**src/duart_defines.svh**
```systemverilog
/*
  Offsets, field positions, reset values and fixed codes for the serial channel register bank.
  Assumes inclusion by bare name from the register bank module and the testbench.
*/
`ifndef DUART_DEFINES_SVH
`define DUART_DEFINES_SVH

// ----------------------------------------------------------------
// Register offsets on the three address lines
// ----------------------------------------------------------------
`define DUART_OFS_DATA      3'h0
`define DUART_OFS_IEN       3'h1
`define DUART_OFS_ISF       3'h2
`define DUART_OFS_LINE      3'h3
`define DUART_OFS_MODEM     3'h4
`define DUART_OFS_LSTAT     3'h5
`define DUART_OFS_MSTAT     3'h6
`define DUART_OFS_SCRATCH   3'h7

// ----------------------------------------------------------------
// Field positions and masks
// ----------------------------------------------------------------
`define DUART_LINE_DIV_BIT  7
`define DUART_ENH_ON_BIT        4
`define DUART_UNLOCK_VAL        8'hbf
`define DUART_INTEN_ENH_MASK    8'hf0
`define DUART_ISF_ENH_MASK      8'h30
`define DUART_FIFOCTL_ENH_MASK  8'h30
`define DUART_MODEMCTL_ENH_MASK 8'he0
`define DUART_FRAC_MASK         8'h3f
`define DUART_ALTFN_MASK        8'h07

// ----------------------------------------------------------------
// Reset values and codes (identity codes are arbitrary)
// ----------------------------------------------------------------
`define DUART_RST_BYTE      8'h00
`define DUART_RST_LINE      8'h03
`define DUART_REV_CODE      8'h01
`define DUART_ID_CODE       8'h5a

`endif

```
**src/duart_pkg.sv**
```systemverilog
/*
  Types shared by the serial channel register bank.
  Assumes the defines header is available on the include path.
*/
package duart_pkg;

  // ----------------------------------------------------------------
  // Host bus request
  // ----------------------------------------------------------------
  typedef struct packed {
    logic       rd;
    logic       wr;
    logic [2:0] addr;
    logic [7:0] wdata;
  } duart_req_t;

  // ----------------------------------------------------------------
  // Status fed from the channel data path
  // ----------------------------------------------------------------
  typedef struct packed {
    logic [7:0] rx_data;
    logic [7:0] int_status;
    logic [7:0] line_status;
    logic [7:0] modem_status;
  } duart_stat_t;

  // ----------------------------------------------------------------
  // Configuration handed to the channel data path
  // ----------------------------------------------------------------
  typedef struct packed {
    logic [7:0] interrupt_enable;
    logic [7:0] line_control;
    logic [7:0] modem_control;
    logic [7:0] baud_divisor_low;
    logic [7:0] baud_divisor_high;
    logic [7:0] divisor_fraction;
    logic [7:0] alt_function;
    logic [7:0] enhanced_feature;
    logic [7:0] flow_on_char1;
    logic [7:0] flow_on_char2;
    logic [7:0] flow_off_char1;
    logic [7:0] flow_off_char2;
  } duart_cfg_t;

  typedef enum logic [1:0] {
    DUART_BANK_NORMAL,
    DUART_BANK_DIVISOR,
    DUART_BANK_ENHANCED
  } duart_bank_t;

endpackage

```
**src/duart_regs.sv**
```systemverilog
/*
  One channel register bank of a dual serial port, decoded from three address lines.
  Assumes the host bus strobes are already synchronous to clk, one-cycle per access.
*/
// Function
// - Each channel owns its registers; three address lines choose the register.
// - Chip or channel select picks the channel; only that channel responds.
// - Offset 0 normal bank: read receive holding, write transmit holding.
// - Divisor bank, not unlock: offsets 0 and 1 are divisor low and high.
// - Divisor bank offset 2: alternate function if enhanced bit 4 clear, else fraction.
// - Divisor bank with divisor zero: reads at 0 and 1 give revision and ident.
// - Offset 2 normal bank: read interrupt status, write FIFO control.
// - Unlock value: offset 2 enhanced feature, offsets 4 to 7 flow characters.
// - Offset 5 reads line status only outside unlock.
// - Offset 6 reads modem status only outside unlock.
// - Offset 7 is a plain scratch register outside unlock.
// - Offset 3 always reaches the line control register.
// - Offset 4 reaches modem control outside unlock.
// - Offset 1 normal bank reaches interrupt enable.
// - Enhanced bits of four registers work only with enhanced bit 4 set.
`timescale 1ns/1ps
`include "duart_defines.svh"

module duart_regs
(
  input  wire logic                  clk,
  input  wire logic                  rst_n,
  input  wire logic                  ce,
  input  wire logic                  chan_sel,
  input  wire duart_pkg::duart_req_t req,
  input  wire duart_pkg::duart_stat_t stat,
  output logic      [7:0]            rdata,
  output logic                       rx_pop,
  output logic                       tx_push,
  output logic      [7:0]            tx_data,
  output logic                       fifo_ctl_wr,
  output logic      [7:0]            fifo_ctl_data,
  output logic                       line_stat_rd,
  output logic                       modem_stat_rd,
  output duart_pkg::duart_cfg_t      cfg
);
  import duart_pkg::*;

  // ----------------------------------------------------------------
  // Register storage
  // ----------------------------------------------------------------
  logic [7:0] int_en_q, line_ctl_q, modem_ctl_q, div_lo_q, div_hi_q, div_frac_q, alt_fn_q, enh_feat_q, scratch_q;
  logic [7:0] xon1_q, xon2_q, xoff1_q, xoff2_q;
  logic [7:0] rdata_q, tx_data_q, fifo_ctl_data_q;
  logic       rx_pop_q, tx_push_q, fifo_ctl_wr_q, line_stat_rd_q, modem_stat_rd_q;

  // ----------------------------------------------------------------
  // Bank decode
  // ----------------------------------------------------------------
  wire         unlock     = (line_ctl_q == `DUART_UNLOCK_VAL);
  wire         div_en     = line_ctl_q[`DUART_LINE_DIV_BIT];
  wire         enh        = enh_feat_q[`DUART_ENH_ON_BIT];
  wire         div_zero   = (div_lo_q == 8'h00) && (div_hi_q == 8'h00);
  wire duart_bank_t bank  = unlock ? DUART_BANK_ENHANCED :
                            (div_en ? DUART_BANK_DIVISOR : DUART_BANK_NORMAL);
  wire         acc_rd     = ce && chan_sel && req.rd;
  wire         acc_wr     = ce && chan_sel && req.wr;
  wire [7:0]   sel        = 8'h01 << req.addr;
  wire [7:0]   int_en_mask    = enh ? 8'hff : ~`DUART_INTEN_ENH_MASK;
  wire [7:0]   isf_mask       = enh ? 8'hff : ~`DUART_ISF_ENH_MASK;
  wire [7:0]   fifo_ctl_mask  = enh ? 8'hff : ~`DUART_FIFOCTL_ENH_MASK;
  wire [7:0]   modem_ctl_mask = enh ? 8'hff : ~`DUART_MODEMCTL_ENH_MASK;
  wire         nb         = (bank == DUART_BANK_NORMAL);
  wire         db         = (bank == DUART_BANK_DIVISOR);
  wire         eb         = (bank == DUART_BANK_ENHANCED);

  // Write strobes per register.
  wire w_tx        = acc_wr && sel[0] && nb;
  wire w_div_lo    = acc_wr && sel[0] && db;
  wire w_int_en    = acc_wr && sel[1] && nb;
  wire w_div_hi    = acc_wr && sel[1] && db;
  wire w_fifo_ctl  = acc_wr && sel[2] && nb;
  wire w_alt_fn    = acc_wr && sel[2] && db && !enh;
  wire w_div_frac  = acc_wr && sel[2] && db && enh;
  wire w_enh_feat  = acc_wr && sel[2] && eb;
  wire w_line_ctl  = acc_wr && sel[3];
  wire w_modem_ctl = acc_wr && sel[4] && !eb;
  wire w_xon1 = acc_wr && sel[4] && eb;
  wire w_xon2 = acc_wr && sel[5] && eb;
  wire w_xof1 = acc_wr && sel[6] && eb;
  wire w_scratch = acc_wr && sel[7] && !eb;
  wire w_xof2 = acc_wr && sel[7] && eb;

  // ----------------------------------------------------------------
  // Read data selection
  // ----------------------------------------------------------------
  logic [7:0] rd_mux;
  always_comb
  begin
    rd_mux = 8'h00;
    unique case (req.addr)
      `DUART_OFS_DATA:
        if (nb) rd_mux = stat.rx_data;
        else if (db) rd_mux = div_zero ? `DUART_REV_CODE : div_lo_q;
      `DUART_OFS_IEN:
        if (nb) rd_mux = int_en_q & int_en_mask;
        else if (db) rd_mux = div_zero ? `DUART_ID_CODE : div_hi_q;
      `DUART_OFS_ISF:
        if (nb) rd_mux = stat.int_status & isf_mask;
        else if (db) rd_mux = enh ? (div_frac_q & `DUART_FRAC_MASK) : alt_fn_q;
        else rd_mux = enh_feat_q;
      `DUART_OFS_LINE:
        rd_mux = line_ctl_q;
      `DUART_OFS_MODEM:
        rd_mux = eb ? xon1_q : (modem_ctl_q & modem_ctl_mask);
      `DUART_OFS_LSTAT:
        rd_mux = eb ? xon2_q : stat.line_status;
      `DUART_OFS_MSTAT:
        rd_mux = eb ? xoff1_q : stat.modem_status;
      `DUART_OFS_SCRATCH:
        rd_mux = eb ? xoff2_q : scratch_q;
    endcase
  end

  wire r_rx         = acc_rd && sel[0] && nb;
  wire r_line_stat  = acc_rd && sel[5] && !eb;
  wire r_modem_stat = acc_rd && sel[6] && !eb;

  // ----------------------------------------------------------------
  // Configuration registers
  // ----------------------------------------------------------------
  always_ff @(posedge clk)
  begin
    if (!rst_n)
    begin
      int_en_q    <= `DUART_RST_BYTE;
      line_ctl_q  <= `DUART_RST_LINE;
      modem_ctl_q <= `DUART_RST_BYTE;
      div_lo_q    <= `DUART_RST_BYTE;
      div_hi_q    <= `DUART_RST_BYTE;
      div_frac_q  <= `DUART_RST_BYTE;
      alt_fn_q    <= `DUART_RST_BYTE;
      enh_feat_q  <= `DUART_RST_BYTE;
      scratch_q   <= `DUART_RST_BYTE;
      xon1_q  <= `DUART_RST_BYTE;
      xon2_q  <= `DUART_RST_BYTE;
      xoff1_q <= `DUART_RST_BYTE;
      xoff2_q <= `DUART_RST_BYTE;
    end
    else if (ce)
    begin
      if (w_int_en)    int_en_q    <= req.wdata & int_en_mask;
      if (w_line_ctl)  line_ctl_q  <= req.wdata;
      if (w_modem_ctl) modem_ctl_q <= req.wdata & modem_ctl_mask;
      if (w_div_lo)    div_lo_q    <= req.wdata;
      if (w_div_hi)    div_hi_q    <= req.wdata;
      if (w_div_frac)  div_frac_q  <= req.wdata & `DUART_FRAC_MASK;
      if (w_alt_fn)    alt_fn_q    <= req.wdata & `DUART_ALTFN_MASK;
      if (w_enh_feat)  enh_feat_q  <= req.wdata;
      if (w_scratch)   scratch_q   <= req.wdata;
      if (w_xon1) xon1_q  <= req.wdata;
      if (w_xon2) xon2_q  <= req.wdata;
      if (w_xof1) xoff1_q <= req.wdata;
      if (w_xof2) xoff2_q <= req.wdata;
    end
  end

  // ----------------------------------------------------------------
  // Read data and side-effect strobes
  // ----------------------------------------------------------------
  always_ff @(posedge clk)
  begin
    if (!rst_n)
    begin
      rdata_q     <= 8'h00;
      rx_pop_q    <= 1'b0;
      tx_push_q   <= 1'b0;
      tx_data_q   <= 8'h00;
      fifo_ctl_wr_q   <= 1'b0;
      fifo_ctl_data_q <= 8'h00;
      line_stat_rd_q  <= 1'b0;
      modem_stat_rd_q <= 1'b0;
    end
    else if (ce)
    begin
      if (acc_rd) rdata_q <= rd_mux;
      rx_pop_q        <= r_rx;
      tx_push_q       <= w_tx;
      fifo_ctl_wr_q   <= w_fifo_ctl;
      line_stat_rd_q  <= r_line_stat;
      modem_stat_rd_q <= r_modem_stat;
      if (w_tx)       tx_data_q       <= req.wdata;
      if (w_fifo_ctl) fifo_ctl_data_q <= req.wdata & fifo_ctl_mask;
    end
  end

  // ----------------------------------------------------------------
  // Outputs
  // ----------------------------------------------------------------
  assign rdata     = rdata_q;
  assign rx_pop    = rx_pop_q;
  assign tx_push   = tx_push_q;
  assign tx_data   = tx_data_q;
  assign fifo_ctl_wr   = fifo_ctl_wr_q;
  assign fifo_ctl_data = fifo_ctl_data_q;
  assign line_stat_rd  = line_stat_rd_q;
  assign modem_stat_rd = modem_stat_rd_q;
  assign cfg       = '{interrupt_enable:  int_en_q,
                       line_control:      line_ctl_q,
                       modem_control:     modem_ctl_q,
                       baud_divisor_low:  div_lo_q,
                       baud_divisor_high: div_hi_q,
                       divisor_fraction:  div_frac_q,
                       alt_function:      alt_fn_q,
                       enhanced_feature:  enh_feat_q,
                       flow_on_char1:     xon1_q,
                       flow_on_char2:     xon2_q,
                       flow_off_char1:    xoff1_q,
                       flow_off_char2:    xoff2_q};

endmodule

```
**config.mk**
```make
export PLATFORM = sky130hd
export DESIGN_NAME = duart_regs
export DESIGN_NICKNAME = d
export VERILOG_FILES = /design/src/duart_pkg.sv /design/src/duart_regs.sv
export VERILOG_INCLUDE_DIRS = /design/src
export SDC_FILE = /design/constraint.sdc
export NUM_CORES = 1
export LEC_CHECK = 0
export BUFFER_PORTS_ARGS = -buffer_cell sky130_fd_sc_hd__clkbuf_2
export CORE_ASPECT_RATIO = 1.4
export CORE_MARGIN = 3
export CORE_UTILIZATION = 45
export CTS_CLUSTER_SIZE = 25
export DETAILED_ROUTE_END_ITERATION = 10
export HOLD_SLACK_MARGIN = 0.02
export MAX_ROUTING_LAYER = met4
export PLACE_DENSITY = 0.75
export SYNTH_ARGS = -nofsm -noshare
export SYNTH_HDL_FRONTEND = slang
export SYNTH_SLANG_ARGS = --single-unit
export TNS_END_PERCENT = 10
```
**constraint.sdc**
```tcl
create_clock -name clk -period 3.3 [get_ports clk]
set_input_delay 0.99 -clock clk [delete_from_list [all_inputs] [get_ports clk]]
set_output_delay 0.99 -clock clk [all_outputs]
set_load 0.005 [all_outputs]
```
After elaboration in Yosys (flattened, before gate mapping)
Index checks and enable logic that the tools add are counted.

storage, ports and cells
  flip-flop bits (word level) = 126
  input bits = 49
  output and inout port bits = 125
  logic and storage cells = 112

cells by class
  equal/unequal tests = 10
  shift operators = 1
  muxes and demuxes = 19
  bitwise logic cells = 6
  reduce and logical (&&, ||, !) cells = 55

operators by type and width
  kind                 number
  $mux 8               14
  $pmux 8 s8           1
  $and 8x8->8          6
  $logic_and 1x1->1    33
  $reduce_and 2->1     16
  $logic_not 8->1      2
  $eq 3x3->1 const B   4
  $mux 6               2
  $eq 8x8->1 const B   1
  $shl 1x3->8 const A  1
  $eq 3x2->1 const B   2
  $eq 3x1->1 const B   1
  $logic_not 3->1      1
  $eq 2x1->1 const B   1
  $eq 2x2->1 const B   1
  $logic_not 1->1      2
  $logic_not 2->1      1
  $mux 2               1
  $mux 1               1

Logic depth before layout (Yosys ltp)
  depth in word-level cells = 6
  gate-level depth with buffers = 8
  gate-level depth less buffers = 5

Least setup slack after synthesis
OpenSTA, ideal clock, no wires.

  kind = input -> register
  start = in req[8] (netlist name)
  end = reg alt_fn_q[0]
  library setup time = 116 ps
  data arrival time = 2,308 ps
  required time = 3,184 ps
  path slack = 876 ps
  stages = 7
  path buffers = 3
  cell sequence = buf_6 or3b_1 buf_6 or4_1 buf_2 mux2i_1 nor2b_1

on the way
  longest elaborated chain between the ends = 5

RTL lines
  element                            line               source
  start, declared                    duart_regs.sv:30   input wire duart_pkg::duart_req_t req,
  $shl 1x3->8                        duart_regs.sv:63   wire [7:0] sel = 8'h01 << req.addr;
  $logic_and 1x1->1 (3 in series)    duart_regs.sv:78   wire w_alt_fn = acc_wr && sel[2] && db && !enh;
  $reduce_and 2->1 (no source line)  --
  end signal, assigned               duart_regs.sv:137  alt_fn_q <= `DUART_RST_BYTE;
  end signal, assigned               duart_regs.sv:153  if (w_alt_fn) alt_fn_q <= req.wdata & `DUART_ALTFN_MASK;
  end, declared                      duart_regs.sv:47   logic [7:0] int_en_q, line_ctl_q, modem_ctl_q, div_lo_q, div_hi_q, div_frac_q, alt_fn_q, enh_feat_q, scratch_q ...

No other way between the ends.
A chain may end at the register's enable or synchronous reset.

Worst setup path after layout
  start = in req[9] (netlist name)
  end = reg fifo_ctl_data_q[5], in the netlist fifo_ctl_data[5]

on the way
  longest elaborated chain between the ends = 4

RTL lines
  element                            line               source
  $shl 1x3->8                        duart_regs.sv:63
  $logic_and 1x1->1 (2 in series)    duart_regs.sv:77   wire w_fifo_ctl = acc_wr && sel[2] && nb;
  $reduce_and 2->1 (no source line)  --
  end signal, assigned               duart_regs.sv:188  if (w_fifo_ctl) fifo_ctl_data_q <= req.wdata & fifo_ctl_mask;
  end, declared                      duart_regs.sv:49   logic [7:0] rdata_q, tx_data_q, fifo_ctl_data_q;

No other way between the ends.

==> run_results.csv <==
group,metric,value,unit
synthesis,yosysSeqAreaShare,39.9,%
global_route,antenna_found_initial,0,
clocking,clkLatencyLatePin,0.42,ns
timing,setup_viol,0,
clocking,cts_buffers,17,
timing,worstMarginPinSlew,0.780,ns
place,dp_hpwl,15700,um
clocking,cts-resized-gates,0,
timing,fin_skew,0.0108,ns
synthesis,syn-instance-count,685,
clocking,path_clk_slew,0.05,ns
timing,hold_violations,0,
synthesis,synth_top_area_share,39.9,%
place,gp_congestion,0.952,
synthesis,synthSimpleGateAreaFrac,22.4,%
synthesis,synth-xor-area-share,0,%
power_and_ir_drop,ir_drop,282,uV
worst_setup_path,worstPathRequired,3.63,ns
synthesis,synth_top_area_cell,"dfxtp_1",
timing,timing.hold.ws,0.460,ns
clocking,clk_path_buf_depth,2,
detailed_routing,num_vias,5929,
global_route,grt_overflow,0,
floorplan,die_h,146,um
detailed_routing,drt-initial-drc-count,437,
worst_setup_path,path_cells,"clkbuf_2 > or3b_1 > nor3_2 > nand3_1 > a21boi_0",
clocking,cts_sinks,126,
timing,slew_headroom,48.0,%
synthesis,synthTopCellsByArea,"dfxtp_1, mux2i_1, nor2b_1",
synthesis,synth_flop_cell,"dfxtp_1",
cells_and_area,n_antenna_cell,0,
floorplan,coreArea,13600,um^2
worst_setup_path,worst_path_largest_cell_delay,0.58,ns
detailed_routing,drtAntennaViolNets,0,
place,port_buffers,166,
global_route,grt_use_met1,34.4,%
detailed_routing,wirelength,22000,um
worst_setup_path,critPathBufInv,1,
cells_and_area,area_growth,23.5,%
global_route,grt_busiest_layer,"met2",
synthesis,synthesis.area,6320,um^2
floorplan,rows,50,
power_and_ir_drop,p_per_area,454,nW/um^2
global_route,grtUsageTotal,28.6,%
run_status,status,"finished clean",
power_and_ir_drop,p_leak,3.35,nW
floorplan,ioPinCount,174,
timing,rsz0062_at_grt,"false",
timing,clock.fmax,397,MHz
worst_setup_path,crit_type,"in2reg",
clocking,ctsRootBufferMaster,"clkbuf_16",
clocking,cts_setup_buffers,0,
synthesis,ys_ff_latch,126,
flow_run,drv_cap,0,
timing,period_needed,2.52,ns
synthesis,synth.area.mux_share,17.5,%
synthesis,synthAdderAreaFrac,0,%
worst_setup_path,crit_fanout,18,
cells_and_area,nets,884,
synthesis,ys_types,63,
synthesis,synth_edf_count,0,
min_path,hp-class,"reg2reg",
place,dp.cells,998,
synthesis,synth-compound-area-share,14.3,%
synthesis,syn_area_per_cell,9.23,um^2
clocking,cts_htree_levels,4,
cells_and_area,finalNonFillerCells,1027,
global_route,grt_pass1_vias,5759,
worst_setup_path,worst_path_max_delay_cell,"or3b_1",
detailed_routing,viasPerCell,5.77,
clocking,cts_hold_buf,0,
timing,tns,0,ns
detailed_routing,drc,0,
floorplan,dieArea,15500,um^2
timing,timing.final.crit_share,76.3,%
power_and_ir_drop,finalPower,0.00355,W
worst_setup_path,start_kind,"primary input",
global_route,grt_pass1_wl,33200,um
floorplan,die_x,106,um
global_route,grt_use_met2,45.3,%
floorplan,start_util,46.6,%
worst_setup_path,end_kind,"flop",
worst_setup_path,worstPathArrival,2.85,ns
detailed_routing,first_pass_iters,7,
synthesis,yosys_warnings,0,
clocking,cts_tree,"yes",
synthesis,synth_top_family_by_area,"simple AND/OR/NAND/NOR gates",
global_route,grt_max_degree,38,
worst_setup_path,crit_family,"simple AND/OR/NAND/NOR gates",
global_route,gr-usage-met3,5.44,%
timing,drv_slew,0,
synthesis,synthArstFlopShare,0,%
cells_and_area,drive_gt1_share,27.8,%
detailed_routing,wl_per_cell,21.4,um
-- Yosys cell counts, types with 5 or more instances --
library cell and number:
dfxtp_1 126, mux2i_1 105, nor2b_1 89, nand2_1 60
clkbuf_1 38, a21boi_0 24, nand3_1 24, o21ai_0 18
nor2_1 17, a21oi_1 13, buf_4 13, a31oi_1 11
inv_1 11, buf_2 9, and3_1 8, a221oi_1 7
a32oi_1 6, nor3_1 6, o211ai_1 6, mux2_2 5
nand4_1 5, nor3_4 5
-- cells in the final DEF, fill, tap and decap left out, drive strengths merged, types with 4 or more instances in the layout --
cell	Yosys	layout
clkinv	1	6
dfxtp	126	126
nand3	25	25
inv	11	11
mux2	5	5
nand2	61	61
clkbuf	39	186
conb	1	7
nor4	4	4
buf	25	24
mux2i	105	105
and3	8	8
nand4	5	5
nor3	13	13
a221oi	7	7
o211ai	6	6
nor2	18	18
nor2b	89	89
a21oi	14	14
o22ai	4	4
o21ai	18	18
and2	4	4
a21boi	24	24
a211oi	4	4
a32oi	6	6
a31oi	11	11
-- worst paths after layout --
path	slack (ns)	cells past startpoint	startpoint	to
hold reg to reg	0.46	2	fifo_ctl_data[1]	fifo_ctl_data[1]
setup reg to reg	0.95	5	line_ctl_q[1]	rdata[4]
hold / removal	0.46	2	fifo_ctl_data[1]	fifo_ctl_data[1]
setup / recovery	0.78	5	req[9]	fifo_ctl_data[5]
-- report_power, final --
group	switching [W]	internal (W)
Combinational	0.000151	0.0000853
Sequential	0.00000521	0.00153
Clock	0.000647	0.00113
-- metrics by stage --
stage | utilization (%) | instance area [um^2] | worst slack, ns
6_report | 57.5 | 7810 | 0.781
2_1_floorplan | - | 6350 | 0.876
3_3_place_gp | 53.5 | 7260 | 0.481
5_1_grt | 57.5 | 7810 | 0.675
4_1_cts | 57.5 | 7810 | 0.821
3_5_place_dp | 53.5 | 7260 | 0.451
-- worst register-to-register path: cells and delay by family (launching register included) --
kind               cells  cell delay [ns]
AOI/OAI and AO/OA      2             0.46
DFF                    1             0.43
muxes                  1             0.51
and+or+nand+nor        2             0.84
-- logic make-up after synthesis --
group | count (synthesis)
other cells | 1
compound gates | 125
buf+inv | 76
simple gates | 247
mux | 110
flops | 126
-- final cells by class --
class                      count  area, um^2
fill                        1269        5760
multi-input combinational    489        3460
sequential                   126        2520
timing repair buffer         189        1000
clock buffer                  21         460
tap                          182         228
clock inverter                 8        92.6
inverter                      12        45.0
-- layer usage --
layer	up-vias	share of wire, %
li1	2729	-
met2	334	48
met1	2793	39
met3	73	8.5
met5	-	0
met4	0	4.9
Note: power is estimated with default switching activity, not from simulation.
